$ cat config.mk
export PLATFORM = sky130hd
export DESIGN_NAME = dfm_ctrl_regs
export DESIGN_NICKNAME = d
export VERILOG_FILES = /design/src/shared/dfm_pkg.sv /design/src/rtl/dfm_ctrl_regs.sv
export SDC_FILE = /design/constraint.sdc
export NUM_CORES = 1
export LEC_CHECK = 0
export BUFFER_PORTS_ARGS = -buffer_cell sky130_fd_sc_hd__buf_4
export CAP_MARGIN = 20
export CORE_MARGIN = 2
export CORE_UTILIZATION = 30
export DETAILED_ROUTE_END_ITERATION = 8
export PLACE_DENSITY_LB_ADDON = 0.15
export SLEW_MARGIN = 40
export SYNTH_ARGS = -nofsm -noshare
export SYNTH_HDL_FRONTEND = slang
export SYNTH_SLANG_ARGS = --single-unit
$ cat constraint.sdc
create_clock -name clk_i -period 5.6 [get_ports clk_i]
set_input_delay 1.12 -clock clk_i [delete_from_list [all_inputs] [get_ports clk_i]]
set_output_delay 1.12 -clock clk_i [all_outputs]
set_load 0.005 [all_outputs]
$ cat src/shared/dfm_pkg.sv
/*
  dfm_pkg: register offsets, field positions, reset values, format codes
  and carrier types for the format, operation and soft-mute controls.
  Assumes an 8-bit register port whose address is the 7-bit control index.
*/
package dfm_pkg;

  // ------------------------------------------------------------
  // geometry
  // ------------------------------------------------------------
  localparam int NUM_CH = 8;
  localparam int NUM_PAIR = 4;
  localparam int ADDR_W = 7;
  localparam int DATA_W = 8;
  localparam int ATT_W = 8;

  // ------------------------------------------------------------
  // register offsets
  // ------------------------------------------------------------
  localparam logic [ADDR_W-1:0] ADDR_FORMAT_POWERSAVE = 7'h41;
  localparam logic [ADDR_W-1:0] ADDR_OPERATION_FILTER = 7'h42;
  localparam logic [ADDR_W-1:0] ADDR_OUTPUT_PHASE = 7'h43;
  localparam logic [ADDR_W-1:0] ADDR_SOFT_MUTE = 7'h44;

  // ------------------------------------------------------------
  // field positions
  // ------------------------------------------------------------
  localparam int PSEL_BIT = 7;
  localparam int FMT_LSB = 0;
  localparam int FMT_MSB = 3;
  localparam int FLT_LSB = 0;
  localparam int FLT_MSB = 3;
  localparam int OPE_LSB = 4;
  localparam int OPE_MSB = 7;

  // ------------------------------------------------------------
  // reset values
  // ------------------------------------------------------------
  localparam logic RST_PSEL = 1'b0;
  localparam logic [3:0] RST_FMT = 4'h0;
  localparam logic [3:0] RST_OPE = 4'h0;
  localparam logic [3:0] RST_FLT = 4'h0;
  localparam logic [7:0] RST_PHASE = 8'h00;
  localparam logic [7:0] RST_MUTE = 8'h00;
  localparam logic [7:0] RST_RDATA = 8'h00;
  localparam logic [ATT_W-1:0] RST_ATT = 8'h00;
  localparam logic [ATT_W-1:0] ATT_INF = 8'hFF;  // infinite attenuation code
  localparam logic [ATT_W-1:0] ATT_STEP = 8'h01;

  // ------------------------------------------------------------
  // interface format codes
  // ------------------------------------------------------------
  typedef enum logic [3:0] {
    FMT_I2S = 4'h0,
    FMT_LEFT_JUST = 4'h1,
    FMT_RIGHT_24 = 4'h2,
    FMT_RIGHT_16 = 4'h3,
    FMT_DSP_I2S = 4'h4,
    FMT_DSP_LEFT = 4'h5,
    FMT_TDM_I2S = 4'h6,
    FMT_TDM_LEFT = 4'h7,
    FMT_TDM_HS_I2S = 4'h8,
    FMT_TDM_HS_LEFT = 4'h9
  } dfm_format_t;

  // per-pair controls into the converter datapath
  typedef struct packed {
    logic [NUM_PAIR-1:0] disabled;      // cut from serial input, data reset
    logic [NUM_PAIR-1:0] common_mode;   // output forced to common_mode_level
    logic [NUM_PAIR-1:0] analog_ground; // output forced to analog_ground
    logic [NUM_PAIR-1:0] power_down;
    logic [NUM_PAIR-1:0] slow_rolloff;
  } dfm_pair_ctrl_t;

  // decoded format flags
  typedef struct packed {
    logic [3:0] code;
    logic dsp;
    logic tdm;
    logic high_speed;
    logic left_align;
  } dfm_fmt_info_t;

endpackage : dfm_pkg

$ cat src/rtl/dfm_ctrl_regs.sv
/*
  dfm_ctrl_regs: format/power-save, operation/filter, output phase and
  soft-mute control registers, plus the per-channel soft-mute attenuator ramp.
  Assumes the serial control decoder, attenuation level registers, sample tick
  and analog-mute enable all run on clk_i; no synchronisers are needed.
*/
`timescale 1ns/10ps
module dfm_ctrl_regs (
  input wire logic clk_i,
  input wire logic rst_i,
  input wire logic wr_en_i,
  input wire logic rd_en_i,
  input wire logic [6:0] addr_i,
  input wire logic [7:0] wdata_i,
  input wire logic fs_tick_i,
  input wire logic analog_mute_ctrl_on_disable_i,
  input wire logic [63:0] atten_level_i,
  output logic [7:0] rdata_o,
  output logic power_save_select_o,
  output dfm_pkg::dfm_fmt_info_t iface_format_sel_o,
  output dfm_pkg::dfm_pair_ctrl_t pair_ctrl_o,
  output logic [7:0] output_invert_o,
  output logic [7:0] soft_mute_en_o,
  output logic [63:0] atten_now_o,
  output logic [3:0] analog_mute_ctrl_o
);

  // ------------------------------------------------------------
  // register storage
  // ------------------------------------------------------------
  logic psel_reg;
  logic [3:0] fmt_reg;
  logic [3:0] ope_reg;
  logic [3:0] flt_reg;
  logic [7:0] phase_reg;
  logic [7:0] mute_reg;
  logic [7:0] att_reg [dfm_pkg::NUM_CH];
  logic [7:0] rdata_next;

  // write strobes per register
  logic wr_fmt;
  logic wr_ope;
  logic wr_phase;
  logic wr_mute;

  assign wr_fmt = wr_en_i && (addr_i == dfm_pkg::ADDR_FORMAT_POWERSAVE);
  assign wr_ope = wr_en_i && (addr_i == dfm_pkg::ADDR_OPERATION_FILTER);
  assign wr_phase = wr_en_i && (addr_i == dfm_pkg::ADDR_OUTPUT_PHASE);
  assign wr_mute = wr_en_i && (addr_i == dfm_pkg::ADDR_SOFT_MUTE);

  // ------------------------------------------------------------
  // format and power-save register
  // ------------------------------------------------------------
  // reserved bits are not stored and read back zero
  always_ff @(posedge clk_i or posedge rst_i) begin
    if (rst_i) begin
      psel_reg <= dfm_pkg::RST_PSEL;
      fmt_reg <= dfm_pkg::RST_FMT;
    end else if (wr_fmt) begin
      psel_reg <= wdata_i[dfm_pkg::PSEL_BIT];
      fmt_reg <= wdata_i[dfm_pkg::FMT_MSB:dfm_pkg::FMT_LSB];
    end
  end

  // ------------------------------------------------------------
  // operation and roll-off register
  // ------------------------------------------------------------
  // accepted regardless of any pair being disabled
  always_ff @(posedge clk_i or posedge rst_i) begin
    if (rst_i) begin
      ope_reg <= dfm_pkg::RST_OPE;
      flt_reg <= dfm_pkg::RST_FLT;
    end else if (wr_ope) begin
      ope_reg <= wdata_i[dfm_pkg::OPE_MSB:dfm_pkg::OPE_LSB];
      flt_reg <= wdata_i[dfm_pkg::FLT_MSB:dfm_pkg::FLT_LSB];
    end
  end

  // ------------------------------------------------------------
  // phase and soft-mute registers
  // ------------------------------------------------------------
  always_ff @(posedge clk_i or posedge rst_i) begin
    if (rst_i) begin
      phase_reg <= dfm_pkg::RST_PHASE;
    end else if (wr_phase) begin
      phase_reg <= wdata_i;
    end
  end

  always_ff @(posedge clk_i or posedge rst_i) begin
    if (rst_i) begin
      mute_reg <= dfm_pkg::RST_MUTE;
    end else if (wr_mute) begin
      mute_reg <= wdata_i;
    end
  end

  // ------------------------------------------------------------
  // read-back
  // ------------------------------------------------------------
  // unmapped addresses read zero
  always_comb begin
    rdata_next = dfm_pkg::RST_RDATA;
    case (addr_i)
      dfm_pkg::ADDR_FORMAT_POWERSAVE: begin
        rdata_next[dfm_pkg::PSEL_BIT] = psel_reg;
        rdata_next[dfm_pkg::FMT_MSB:dfm_pkg::FMT_LSB] = fmt_reg;
      end
      dfm_pkg::ADDR_OPERATION_FILTER: begin
        rdata_next = {ope_reg, flt_reg};
      end
      dfm_pkg::ADDR_OUTPUT_PHASE: begin
        rdata_next = phase_reg;
      end
      dfm_pkg::ADDR_SOFT_MUTE: begin
        rdata_next = mute_reg;
      end
      default: begin
        rdata_next = dfm_pkg::RST_RDATA;
      end
    endcase
  end

  always_ff @(posedge clk_i or posedge rst_i) begin
    if (rst_i) begin
      rdata_o <= dfm_pkg::RST_RDATA;
    end else if (rd_en_i) begin
      rdata_o <= rdata_next;
    end
  end

  // ------------------------------------------------------------
  // format decode
  // ------------------------------------------------------------
  // reserved codes are passed through without any flag set
  always_ff @(posedge clk_i or posedge rst_i) begin
    if (rst_i) begin
      iface_format_sel_o <= '0;
    end else begin
      iface_format_sel_o.code <= fmt_reg;
      iface_format_sel_o.dsp <= (fmt_reg == dfm_pkg::FMT_DSP_I2S) || (fmt_reg == dfm_pkg::FMT_DSP_LEFT);
      iface_format_sel_o.tdm <= (fmt_reg == dfm_pkg::FMT_TDM_I2S) || (fmt_reg == dfm_pkg::FMT_TDM_LEFT)
                                || (fmt_reg == dfm_pkg::FMT_TDM_HS_I2S)
                                || (fmt_reg == dfm_pkg::FMT_TDM_HS_LEFT);
      iface_format_sel_o.high_speed <= (fmt_reg == dfm_pkg::FMT_TDM_HS_I2S)
                                       || (fmt_reg == dfm_pkg::FMT_TDM_HS_LEFT);
      iface_format_sel_o.left_align <= (fmt_reg == dfm_pkg::FMT_LEFT_JUST) || (fmt_reg == dfm_pkg::FMT_DSP_LEFT)
                                       || (fmt_reg == dfm_pkg::FMT_TDM_LEFT)
                                       || (fmt_reg == dfm_pkg::FMT_TDM_HS_LEFT);
    end
  end

  // ------------------------------------------------------------
  // pair controls and channel outputs
  // ------------------------------------------------------------
  always_ff @(posedge clk_i or posedge rst_i) begin
    if (rst_i) begin
      pair_ctrl_o <= '0;
      power_save_select_o <= dfm_pkg::RST_PSEL;
      analog_mute_ctrl_o <= dfm_pkg::RST_OPE;
    end else begin
      power_save_select_o <= psel_reg;
      pair_ctrl_o.disabled <= ope_reg;
      pair_ctrl_o.common_mode <= ope_reg & {dfm_pkg::NUM_PAIR{psel_reg}};
      pair_ctrl_o.analog_ground <= ope_reg & {dfm_pkg::NUM_PAIR{~psel_reg}};
      pair_ctrl_o.power_down <= ope_reg & {dfm_pkg::NUM_PAIR{~psel_reg}};
      pair_ctrl_o.slow_rolloff <= flt_reg;
      analog_mute_ctrl_o <= ope_reg & {dfm_pkg::NUM_PAIR{analog_mute_ctrl_on_disable_i}};
    end
  end

  always_ff @(posedge clk_i or posedge rst_i) begin
    if (rst_i) begin
      output_invert_o <= dfm_pkg::RST_PHASE;
      soft_mute_en_o <= dfm_pkg::RST_MUTE;
    end else begin
      output_invert_o <= phase_reg;
      soft_mute_en_o <= mute_reg;
    end
  end

  // ------------------------------------------------------------
  // soft-mute attenuator ramp
  // ------------------------------------------------------------
  // one step per sample tick toward mute or the programmed level
  genvar ch;
  generate
    for (ch = 0; ch < dfm_pkg::NUM_CH; ch++) begin : g_ramp
      logic [7:0] target;
      assign target = mute_reg[ch] ? dfm_pkg::ATT_INF : atten_level_i[ch*dfm_pkg::ATT_W +: dfm_pkg::ATT_W];
      always_ff @(posedge clk_i or posedge rst_i) begin
        if (rst_i) begin
          att_reg[ch] <= dfm_pkg::RST_ATT;
        end else if (fs_tick_i) begin
          if (att_reg[ch] < target) begin
            att_reg[ch] <= 8'(att_reg[ch] + dfm_pkg::ATT_STEP);
          end else if (att_reg[ch] > target) begin
            att_reg[ch] <= 8'(att_reg[ch] - dfm_pkg::ATT_STEP);
          end
        end
      end
      assign atten_now_o[ch*dfm_pkg::ATT_W +: dfm_pkg::ATT_W] = att_reg[ch];

      // muted channel never moves toward less attenuation
      a_mute_no_rise: assert property (@(posedge clk_i) disable iff (rst_i)
        mute_reg[ch] && !wr_mute |=> att_reg[ch] >= $past(att_reg[ch]))
        else $error("muted channel attenuation fell");

      // unmuted channel above level steps down by one on a tick
      a_unmute_step: assert property (@(posedge clk_i) disable iff (rst_i)
        !mute_reg[ch] && fs_tick_i && att_reg[ch] > target |=> att_reg[ch] == $past(att_reg[ch]) - 8'h01)
        else $error("unmute ramp step wrong");

      // attenuation only moves on a sample tick
      a_ramp_tick: assert property (@(posedge clk_i) disable iff (rst_i)
        !fs_tick_i |=> $stable(att_reg[ch]))
        else $error("attenuation moved without tick");

      // mute overrides a lower programmed level
      a_mute_override: assert property (@(posedge clk_i) disable iff (rst_i)
        mute_reg[ch] && fs_tick_i && att_reg[ch] != dfm_pkg::ATT_INF
        |=> att_reg[ch] == $past(att_reg[ch]) + 8'h01)
        else $error("mute did not override level");

      // a fully muted channel stays at infinite attenuation
      a_mute_at_inf: assert property (@(posedge clk_i) disable iff (rst_i)
        mute_reg[ch] && att_reg[ch] == dfm_pkg::ATT_INF |=> att_reg[ch] == dfm_pkg::ATT_INF)
        else $error("muted channel left infinite attenuation");
    end
  endgenerate

  // ------------------------------------------------------------
  // checks
  // ------------------------------------------------------------
  a_psel_store: assert property (@(posedge clk_i) disable iff (rst_i)
    wr_fmt |=> ##1 power_save_select_o == $past(wdata_i[dfm_pkg::PSEL_BIT], 2))
    else $error("power-save select not stored");

  a_fmt_store: assert property (@(posedge clk_i) disable iff (rst_i)
    wr_fmt |=> ##1 iface_format_sel_o.code == $past(wdata_i[3:0], 2))
    else $error("format code not stored");

  a_tdm_flag: assert property (@(posedge clk_i) disable iff (rst_i)
    fmt_reg == dfm_pkg::FMT_TDM_HS_LEFT |=> iface_format_sel_o.tdm && iface_format_sel_o.high_speed)
    else $error("high-speed tdm not decoded");

  a_common_mode_level_force: assert property (@(posedge clk_i) disable iff (rst_i)
    psel_reg |=> pair_ctrl_o.common_mode == $past(ope_reg) && pair_ctrl_o.power_down == 4'h0)
    else $error("common-mode force wrong");

  a_analog_ground_force: assert property (@(posedge clk_i) disable iff (rst_i)
    !psel_reg |=> pair_ctrl_o.analog_ground == $past(ope_reg) && pair_ctrl_o.power_down == $past(ope_reg))
    else $error("ground force or power down wrong");

  a_write_while_off: assert property (@(posedge clk_i) disable iff (rst_i)
    ope_reg != 4'h0 && wr_mute |=> mute_reg == $past(wdata_i))
    else $error("write lost while pair disabled");

  a_pair_disable: assert property (@(posedge clk_i) disable iff (rst_i)
    wr_ope |=> ##1 pair_ctrl_o.disabled == $past(wdata_i[7:4], 2))
    else $error("pair disable not applied");

  a_invert_map: assert property (@(posedge clk_i) disable iff (rst_i)
    wr_phase |=> ##1 output_invert_o == $past(wdata_i, 2))
    else $error("invert bits not applied");

  a_analog_mute_ctrl_link: assert property (@(posedge clk_i) disable iff (rst_i)
    analog_mute_ctrl_on_disable_i && ope_reg != 4'h0 |=> analog_mute_ctrl_o != 4'h0)
    else $error("analog mute not engaged");

  // no analog mute request while the disable source is off
  a_analog_mute_ctrl_off: assert property (@(posedge clk_i) disable iff (rst_i)
    !analog_mute_ctrl_on_disable_i |=> analog_mute_ctrl_o == 4'h0)
    else $error("analog mute engaged while source off");

  // roll-off bits reach the pair controls
  a_rolloff_map: assert property (@(posedge clk_i) disable iff (rst_i)
    wr_ope |=> ##1 pair_ctrl_o.slow_rolloff == $past(wdata_i[3:0], 2))
    else $error("roll-off bits not applied");

  // soft-mute bits reach their output copy
  a_mute_map: assert property (@(posedge clk_i) disable iff (rst_i)
    wr_mute |=> ##1 soft_mute_en_o == $past(wdata_i, 2))
    else $error("soft-mute bits not applied");

  // disabled pairs follow the operation bits
  a_disable_copy: assert property (@(posedge clk_i) disable iff (rst_i)
    ope_reg != 4'h0 |=> pair_ctrl_o.disabled == $past(ope_reg))
    else $error("disabled pairs wrong");

  // power-save mode never forces common-mode level
  a_psel_ground: assert property (@(posedge clk_i) disable iff (rst_i)
    !psel_reg |=> pair_ctrl_o.common_mode == 4'h0)
    else $error("common-mode forced in power-save mode");

  // dsp left-justified code decodes to dsp with left alignment
  a_dsp_flag: assert property (@(posedge clk_i) disable iff (rst_i)
    fmt_reg == dfm_pkg::FMT_DSP_LEFT |=> iface_format_sel_o.dsp && iface_format_sel_o.left_align
    && !iface_format_sel_o.tdm)
    else $error("dsp format not decoded");

  // 16-bit right-justified code raises no flag
  a_right_flags: assert property (@(posedge clk_i) disable iff (rst_i)
    fmt_reg == dfm_pkg::FMT_RIGHT_16 |=> !iface_format_sel_o.dsp && !iface_format_sel_o.tdm
    && !iface_format_sel_o.high_speed && !iface_format_sel_o.left_align)
    else $error("right-justified format flags wrong");

  // format register read-back, reserved bits zero
  a_read_format: assert property (@(posedge clk_i) disable iff (rst_i)
    rd_en_i && addr_i == dfm_pkg::ADDR_FORMAT_POWERSAVE |=> rdata_o == {$past(psel_reg), 3'b000, $past(fmt_reg)})
    else $error("format register read wrong");

  // operation and roll-off read-back
  a_read_opflt: assert property (@(posedge clk_i) disable iff (rst_i)
    rd_en_i && addr_i == dfm_pkg::ADDR_OPERATION_FILTER |=> rdata_o == {$past(ope_reg), $past(flt_reg)})
    else $error("operation register read wrong");

  // phase read-back
  a_read_phase: assert property (@(posedge clk_i) disable iff (rst_i)
    rd_en_i && addr_i == dfm_pkg::ADDR_OUTPUT_PHASE |=> rdata_o == $past(phase_reg))
    else $error("phase register read wrong");

  // soft-mute read-back
  a_read_mute: assert property (@(posedge clk_i) disable iff (rst_i)
    rd_en_i && addr_i == dfm_pkg::ADDR_SOFT_MUTE |=> rdata_o == $past(mute_reg))
    else $error("soft-mute register read wrong");

endmodule : dfm_ctrl_regs

==> metrics.txt, run 1 <==
Cell Rows a little over 60; number of port buffers 205; total power per unit cell area between 500 and 600 nW/um2; path type of the worst setup path in2reg; Top-Level Pins roughly 200; cell chosen for the clock root sky130_fd_sc_hd__clkbuf_16; worst ir drop on vdd ~0.23 mV; buffer depth of the longest clock path 2; number of endpoints failing setup at the final stage 0; post-CTS setup buffer count 0; initial antenna violation count 0; number of register bits inferred by synthesis roughly 150; Pins Over Slew Limit 0; number of instances in the synthesized netlist roughly 860; footprint of the multi-input gates between 5000 and 6000 um2; slew at the pin with the worst max-slew slack approximately 0.74 ns; total power of the final layout between 6 and 7 mW; final global-route overflow total 0; sum of negative setup slack 0 ns; min Tclk post-route between 3 and 4 ns; unrepaired setup endpoints after global routing no; area enclosed by the die boundary 31,000 um2; width of the die around 180 um; count of hold-fix buffers inserted at cts 0; most used flip-flop cell after synthesis sky130_fd_sc_hd__dfrtp_1; mean cell area of the mapped netlist slightly above 10 um2; worst setup skew after layout between 0.01 and 0.015 ns; number of gates resized after cts 0; syn_nets between 1,000 and 1,500; P&R area growth vs syn 29.7%; sequential area share after synthesis between 40% and 50%; vias 6,866; number of nets in the layout approximately 1,300; internal power of the cells around 4 mW; remaining antenna violation count 0; netlist area before placement about 9000 um2; Worst-path clk slew approximately 0.060 ns; Die Height 176 um; data arrival time of the critical path around 3.9 ns; startpoint type of the worst setup path input pin; clock tree from TritonCTS done; most frequent standard cell in the layout excluding fill and tap cells sky130_fd_sc_hd__buf_4; leakage 5.82 nW; share of power burned in combinational logic 55.8%; Netlist cell types slightly above 40; total routing usage reported by global routing 15.5%; area of the placeable core just under 30,000 um2; Fmax 279 MHz; number of synthesized flops with an enable pin 0; Pre-antenna DRT Iters 4; total wire length ~23,000 um; Detailed Route Iter0 Violations 244; pin count of the biggest net entering global routing about 70; share of layout cells above drive strength 1 around 30%; vias in the first global route 7,011; flip-flop count of the largest register after layout 64; Routability Congestion 0.762; wire length of the first global-routing pass 37,600 um; data required time at the worst endpoint roughly 5.9 ns; max-capacitance violation count 0; commonest cells after routing, fill and taps aside sky130_fd_sc_hd__buf_4, sky130_fd_sc_hd__dfrtp_1, sky130_fd_sc_hd__ha_1; half-perimeter wire length after placement approximately 17,000 um; per-cell via count in the routed design 4.70; YS warnings 0; status finished clean; final worst path period share between 60 and 70%; total of fill cells in the finished design a little under 3,000; final hold vios 0; H-tree depth 4; Rel. slew slack ~50%; average routed wire per standard cell between 15 and 20 um; total number of clock tree sinks ~150; clock network fraction of total power around 18%; Sequential Area roughly 3700 um2; sort of element at the end of the critical path register; Initial Util between 30% and 40%; switching pwr between 2 and 3 mW; count of antenna diodes in the layout 0; Post-route DRC 0; critical-path maximum fanout 7; relative contribution of sequential cells to total power 26.1%; Clock Latency Late Sink about 0.42 ns; fraction of synthesis flops using an asynchronous set or reset pin between 90% and 100%; TritonCTS buffer count 17; proportion of total power due to net switching 39.7%; Hold/Removal Path Class reg2reg
metal layers:
| metal | vias to the layer above | share of wire (%) | global-route usage [%] |
|---|---|---|---|
| met4 | 0 | 0.92 | 3.55 |
| met1 | 3229 | 48 | 21.0 |
| met3 | 11 | 5.3 | 3.66 |
| li1 | 3476 | - | - |
| met5 | - | 0 | 0 |
| met2 | 150 | 46 | 25.2 |
critical path, cell delays in order:
cell and delay, ns:
sky130_fd_sc_hd__buf_4 0.11, sky130_fd_sc_hd__nor2_1 0.08, sky130_fd_sc_hd__ha_1 0.25, sky130_fd_sc_hd__nor2b_1 0.14
sky130_fd_sc_hd__o211a_1 0.22, sky130_fd_sc_hd__o21a_1 0.21, sky130_fd_sc_hd__or2_2 0.36, sky130_fd_sc_hd__fa_1 0.42
sky130_fd_sc_hd__a21o_1 0.17, sky130_fd_sc_hd__a21oi_1 0.21, sky130_fd_sc_hd__o21bai_1 0.09, sky130_fd_sc_hd__a21oi_1 0.18
sky130_fd_sc_hd__xnor2_1 0.08, sky130_fd_sc_hd__mux2_2 0.25
cell usage after synthesis, drive strengths merged (12+ instances only):
library cell | number | area, um2
nor2 | 71 | 267
a21oi | 68 | 340
a21o | 19 | 143
o21a | 12 | 90.1
or2 | 16 | 100
ha | 112 | 1400
inv | 34 | 128
dfrtp | 146 | 3650
mux2 | 52 | 586
xnor2 | 40 | 350
nand2 | 62 | 233
o21ai | 56 | 280
xor2 | 16 | 140
buf | 14 | 82.6
nor2b | 13 | 81.3
layout make-up:
type                            instances  share of cell area, %
Clock buffer                           20                   3.96
Clock inverter                         10                   1.38
Inverter                               34                   1.15
Multi-Input combinational cell        653                   43.5
Sequential cell                       146                   31.7
Tap cell                              384                   4.17
Timing Repair Buffer                  215                   14.1
through the flow:
stage | cell area [um2] | util, % | instances | hold slack, ns | setup WS (ns)
final | 11500 | 39.8 | 1462 | 0.396 | 2.01
after global routing | 11500 | 39.8 | 1462 | 0.422 | 1.82
after CTS | 11500 | 39.7 | 1461 | 0.401 | 2.04
after detailed placement | 10900 | 37.6 | 1431 | 0.387 | 1.59
after global placement | 10900 | 37.6 | 1431 | 0.388 | 1.62
after floorplan | 8880 | - | 857 | 0.352 | 0.557
final timing paths:
path / end / slack (ns) / start / cells after the start
max: atten_now_o[46]$_DFFE_PP0P_ / 2.01 / atten_level_i[41] / 14
min: output_invert_o[3]$_DFF_PP0_ / 0.40 / phase_reg[3]$_DFFE_PP0P_ / 0
max reg2reg: atten_now_o[30]$_DFFE_PP0P_ / 2.16 / mute_reg[3]$_DFFE_PP0P_ / 13
min reg2reg: output_invert_o[3]$_DFF_PP0_ / 0.40 / phase_reg[3]$_DFFE_PP0P_ / 0
max in group asynchronous: pair_ctrl_o[17]$_DFF_PP0_ / 4.03 / rst_i / 3
min in group asynchronous: atten_now_o[52]$_DFFE_PP0P_ / 0.72 / rst_i / 2
power by group through the flow:
stage,registers [mW],clock network (mW),logic [mW]
final,1.76,1.22,3.77
after global routing,1.83,1.31,4.35
after CTS,1.77,1.26,3.82
after detailed placement,1.79,0,3.79
after global placement,1.79,0,3.73
after floorplan,1.68,0,2.80
logic make-up (layout without fill, tap and decap cells):
logic type	Yosys count	in the layout	share of synthesized area, %
and+or+nand+nor	214	214	11.4
muxes	52	52	6.59
xor gates and xnor gates	56	56	5.52
buffers and inverters	58	279	2.79
DFF	146	146	41.1
adders and majority gates	120	120	17.6
AOI/OAI and AO/OA	211	211	15.0
(Power assumes the default switching activity.)
==> run 2: changes to the inputs <==
Clock period 5.6 ns to 3.3 ns, I/O delays scaled along.
==> metrics.txt, run 2 (synthesized netlist as in run 1, its figures left out) <==
vias ~7,400; count of antenna diodes in the layout 0; final worst path period share 94.0%; commonest cells after routing, fill and taps aside sky130_fd_sc_hd__buf_4, sky130_fd_sc_hd__dfrtp_1, sky130_fd_sc_hd__ha_1; width of the die 176 um; worst setup skew after layout between 0.01 and 0.015 ns; slowest stage cell on the critical path sky130_fd_sc_hd__dfrtp_1; P&R area growth vs syn 38.3%; total routing usage reported by global routing between 15 and 20%; path type of the worst setup path reg2reg; final global-route overflow total 0; total wire length 24,500 um; total of fill cells in the finished design 2,876; data arrival time of the critical path approximately 3.4 ns; cell chain of the critical path nor2_1 -> ha_1 -> nor2b_1 -> o211a_1 -> o21a_1 -> or2_4 -> fa_1 -> a21o_1 -> a21oi_1 -> o21bai_1 -> a21oi_2 -> xnor2_1 -> mux2_2; per-cell via count in the routed design roughly 4.7; final hold vios 0; leakage ~6.3 nW; Final Instance Count excl. Fillers 1,568; Clock Latency Late Sink roughly 0.42 ns; initial antenna violation count 0; flip-flop count of the largest register after layout between 60 and 70; Post-route DRC 0; Worst-path clk slew approximately 0.07 ns; share of layout cells above drive strength 1 a little under two fifths; Pins Over Slew Limit 0; Pre-antenna DRT Iters 4; slew at the pin with the worst max-slew slack slightly above 0.6 ns; startpoint type of the worst setup path register; Min Hold Slack between 0.2 and 0.3 ns; Final Core Density 42.5%; Routability Congestion 0.780; wire length of the first global-routing pass 40,000 um; most frequent standard cell in the layout excluding fill and tap cells sky130_fd_sc_hd__buf_4; Cell Rows 62; H-tree depth 4; number of nets in the layout approximately 1,400; vias in the first global route roughly 7,600; cell chosen for the clock root sky130_fd_sc_hd__clkbuf_16; max-capacitance violation count 0; total power of the final layout 12.7 mW; number of port buffers between 200 and 250; Die Height ~180 um; number of endpoints failing setup at the final stage 0; count of hold-fix buffers inserted at cts 0; buffer depth of the longest clock path 2; CP max stage delay roughly 0.40 ns; pin count of the biggest net entering global routing between 60 and 70; slack of the worst reg-to-reg path between 0.15 and 0.2 ns; area of the placeable core 28,900 um2; Rel. slew slack 58.7%; remaining antenna violation count 0; Fmax ~320 MHz; sum of negative setup slack 0 ns; worst ir drop on vdd 0.584 mV; Top-Level Pins between 200 and 250; Detailed Route Iter0 Violations 275; Initial Util between 30 and 40%; total power per unit cell area 1030 nW/um2; area enclosed by the die boundary just over 30,000 um2; critical-path maximum fanout 7; clock tree from TritonCTS done; total number of clock tree sinks approximately 150; data required time at the worst endpoint about 3.6 ns; Hold/Removal Path Class in2async; average routed wire per standard cell around 16 um; min Tclk post-route approximately 3.1 ns; status finished clean; TritonCTS buffer count 17; Placed Cells roughly 1,500; sort of element at the end of the critical path register; pre-CTS WS -0.201 ns; worst setup slack after layout between 0.15 and 0.2 ns; cell area after layout 12,300 um2; total cell area at the placement stage approximately 12,000 um2; half-perimeter wire length after placement around 19,000 um
run 2: changes by cell type in the layout (fill, tap and decap cells not counted), moves of 4 or more:
cell and delta:
sky130_fd_sc_hd__a21oi_1 -6, sky130_fd_sc_hd__a21oi_2 +6, sky130_fd_sc_hd__buf_4 +102, sky130_fd_sc_hd__dfrtp_1 -4
sky130_fd_sc_hd__dfrtp_2 +4, sky130_fd_sc_hd__or2_2 -6, sky130_fd_sc_hd__or2_4 +6
run 2: what timing repair did:
| action | CTS | global route |
|---|---|---|
| buffers inserted | 0 | 3 |
| resized for setup | 0 | 21 |
| endpoints found under the setup margin | 0 | 17 |
run 2: path summary, 6_finish.rpt:
| check | cells after the start | to | from |
|---|---|---|---|
| min in group clk_i | 0 | pair_ctrl_o[2]$_DFF_PP0_ | flt_reg[2]$_DFFE_PP0P_ |
| worst max register to register | 13 | atten_now_o[46]$_DFFE_PP0P_ | mute_reg[5]$_DFFE_PP0P_ |
| worst max-delay path | 13 | atten_now_o[46]$_DFFE_PP0P_ | mute_reg[5]$_DFFE_PP0P_ |
| worst min-delay path | 2 | pair_ctrl_o[7]$_DFF_PP0_ | rst_i |
| worst min register to register | 0 | pair_ctrl_o[2]$_DFF_PP0_ | flt_reg[2]$_DFFE_PP0P_ |
| max in group asynchronous | 3 | mute_reg[1]$_DFFE_PP0P_ | rst_i |
run 2: layout make-up:
| cell class | instances | area [um2] | area share [%] |
|---|---|---|---|
| well taps | 384 | 480 | 3.91 |
| clock buffers | 21 | 450 | 3.67 |
| repair buffers | 319 | 2420 | 19.7 |
| multi-input cells | 653 | 5040 | 41.0 |
| flip-flops and latches | 146 | 3660 | 29.8 |
| inverters | 34 | 131 | 1.07 |
| clock inverters | 11 | 106 | 0.866 |
run 2: worst max-delay path, delay by kind of cell (launching register included):
| kind | cells | cell delay, ns |
|---|---|---|
| AOI/OAI and AO/OA | 6 | 1.08 |
| adders and majority gates | 2 | 0.64 |
| and+or+nand+nor | 3 | 0.53 |
| DFF | 1 | 0.40 |
| muxes | 1 | 0.25 |
| xor gates and xnor gates | 1 | 0.08 |
run 2: per-layer routing:
layer | wire, um | share of wire (%) | GRT usage, %
met1 | 11400 | 46 | 21.7
met2 | 11500 | 47 | 26.9
met3 | 1120 | 4.6 | 2.93
met4 | 550 | 2.2 | 5.58
met5 | 0 | 0 | 0
run 2: report_power, final:
part           internal [mW]  leakage [nW]  switching (mW)  total, mW
sequential              2.31          1.88           0.564       2.88
clock                   1.06         0.264           0.799       1.86
combinational           4.42          4.14            3.50       7.92
total                   7.80          6.28            4.86       12.7
==> run 3: changes to the inputs <==
--- a/constraint.sdc
+++ b/constraint.sdc
@@ -3,2 +3,2 @@
 set_output_delay 0.66 -clock clk_i [all_outputs]
-set_load 0.005 [all_outputs]
+set_load 0.05 [all_outputs]
==> metrics.txt, run 3 (synthesized netlist as in run 1, its figures left out) <==
total wire length about 25,000 um; total number of clock tree sinks between 100 and 150; buffer depth of the longest clock path 2; average routed wire per standard cell approximately 16 um; wire length of the first global-routing pass ~40,000 um; per-cell via count in the routed design about 4.7; final worst path period share 94.2%; area enclosed by the die boundary 31,000 um2; initial antenna violation count 0; final global-route overflow total 0; slew at the pin with the worst max-slew slack between 0.6 and 0.7 ns; proportion of total power due to net switching between 40% and 50%; CP max stage delay between 0.4 and 0.5 ns; worst ir drop on vdd 0.685 mV; commonest cells after routing, fill and taps aside sky130_fd_sc_hd__buf_4, sky130_fd_sc_hd__dfrtp_1, sky130_fd_sc_hd__ha_1; leakage about 6.3 nW; Detailed Route Iter0 Violations between 200 and 300; relative contribution of sequential cells to total power 19.6%; internal power of the cells about 8 mW; pin count of the biggest net entering global routing 51; H-tree depth 4; Routability Congestion about 0.8; critical-path maximum fanout 10; half-perimeter wire length after placement between 15,000 and 20,000 um; Reg-to-Reg Start mute_reg[0]$_DFFE_PP0P_; slowest stage cell on the critical path sky130_fd_sc_hd__dfrtp_2; Sequential Area 3660 um2; number of port buffers about 210; Die Height roughly 180 um; total power per unit cell area around 1200 nW/um2; Pins Over Slew Limit 0; Fmax ~320 MHz; status finished clean; cell area after layout between 10,000 and 15,000 um2; data required time at the worst endpoint 3.65 ns; TritonCTS buffer count 17; worst setup skew after layout between 0.015 and 0.02 ns; path type of the worst setup path reg2reg; max-capacitance violation count 0; Pre-antenna DRT Iters 8; share of layout cells above drive strength 1 between 30% and 40%; total cell area at the placement stage between 10,000 and 15,000 um2; number of nets in the layout between 1,000 and 1,500; switching pwr between 6 and 7 mW; Rel. slew slack 55.9%; min Tclk post-route 3.11 ns; Post-route DRC 0; clock tree from TritonCTS done; width of the die 176 um; launching instance or port of the critical path mute_reg[0]$_DFFE_PP0P_; vias in the first global route 7,332; Cell Rows 62; total routing usage reported by global routing roughly 16%; P&R area growth vs syn 39.9%; remaining antenna violation count 0; Final Core Density between 40% and 50%; vias approximately 7,400; share of power burned in combinational logic 67.0%; Top-Level Pins 206; Hold/Removal Path Class in2async; total of fill cells in the finished design between 2,000 and 3,000; cell chain of the critical path nor2_2 -> ha_1 -> nand2b_1 -> a21oi_1 -> o21ba_2 -> or2_2 -> buf_4 -> ha_1 -> nand2_1 -> nor2_2 -> a21oi_2 -> or3_1 -> a21oi_2 -> xor2_1; startpoint type of the worst setup path register; area of the placeable core between 20,000 and 30,000 um2; most frequent standard cell in the layout excluding fill and tap cells sky130_fd_sc_hd__buf_4; count of antenna diodes in the layout 0; data arrival time of the critical path between 3 and 4 ns; number of endpoints failing setup at the final stage 0; clock network fraction of total power between 10% and 20%; flip-flop count of the largest register after layout 64; Clock Latency Late Sink between 0.4 and 0.5 ns; footprint of the multi-input gates slightly above 5000 um2; sort of element at the end of the critical path register; cell chosen for the clock root sky130_fd_sc_hd__clkbuf_16; Worst-path clk slew 0.07 ns; final hold vios 0; Initial Util between 30% and 40%
## run 3: changes by cell type in the layout (fill, tap and decap cells not counted), moves of 2 or more
cell,change
sky130_fd_sc_hd__clkinv_4,-2
sky130_fd_sc_hd__dfrtp_1,-5
sky130_fd_sc_hd__dfrtp_2,+5
sky130_fd_sc_hd__buf_4,+11
sky130_fd_sc_hd__clkbuf_1,-3
## run 3: critical path: cells and delay by family (launching register included)
kind	cells	cell delay, ns
xor gates and xnor gates	1	0.15
AOI/OAI and AO/OA	4	0.54
DFF	1	0.49
adders and majority gates	2	0.57
buffers and inverters	1	0.17
and+or+nand+nor	6	1.12
## run 3: layout make-up
cell class | instances | share of cell area [%]
Clock inverter | 12 | 1.06
Sequential cell | 146 | 29.5
Inverter | 34 | 1.06
Tap cell | 384 | 3.87
Timing Repair Buffer | 330 | 20.1
Clock buffer | 19 | 3.65
Multi-Input combinational cell | 653 | 40.8
## run 3: path summary, 6_finish.rpt
kind | depth (start not counted) | slack [ns] | end
max | 14 | 0.19 | atten_now_o[7]$_DFFE_PP0P_
min | 2 | 0.33 | pair_ctrl_o[19]$_DFF_PP0_
max reg2reg | 14 | 0.19 | atten_now_o[7]$_DFFE_PP0P_
min reg2reg | 0 | 0.40 | output_invert_o[1]$_DFF_PP0_
max in group asynchronous | 3 | 2.13 | atten_now_o[57]$_DFFE_PP0P_
min in group clk_i | 0 | 0.40 | output_invert_o[1]$_DFF_PP0_
## run 3: timing repair
item                       in CTS  in global routing
gates resized for setup         0                 22
hold buffers                    0                  0
buffers inserted                0                  2
setup endpoints to repair       0                 16
## run 3: power groups by stage
| stage | Combinational [mW] | Clock (mW) | Sequential [mW] |
|---|---|---|---|
| 2_1_floorplan | 4.76 | 0 | 4.35 |
| 3_3_place_gp | 9.43 | 0 | 2.89 |
| 3_5_place_dp | 9.57 | 0 | 2.88 |
| 4_1_cts | 9.61 | 2.00 | 2.86 |
| 5_1_grt | 10.8 | 2.08 | 2.94 |
| 6_report | 9.72 | 1.94 | 2.85 |
## run 3: per-stage QoR
stage / hold WS, ns / setup slack (ns) / total power, mW / TNS (ns) / instances
after CTS: 0.330 / 0.0242 / 14.5 / 0 / 1576
after global placement: 0.385 / -0.159 / 12.3 / -1.70 / 1545
final: 0.332 / 0.193 / 14.5 / 0 / 1578
after floorplan: 0.352 / 0.0363 / 9.11 / 0 / 857
after detailed placement: 0.389 / -0.222 / 12.5 / -2.34 / 1545
after global routing: 0.351 / -0.00162 / 15.8 / -0.00162 / 1578
## run 3: routing by layer
| layer | wire length, um | GRT usage, % | vias to the layer above |
|---|---|---|---|
| met5 | 0 | 0 | - |
| met4 | 378 | 4.99 | 0 |
| met3 | 1120 | 3.34 | 23 |
| met2 | 11700 | 26.5 | 160 |
| met1 | 11600 | 21.8 | 3481 |
| li1 | - | - | 3712 |
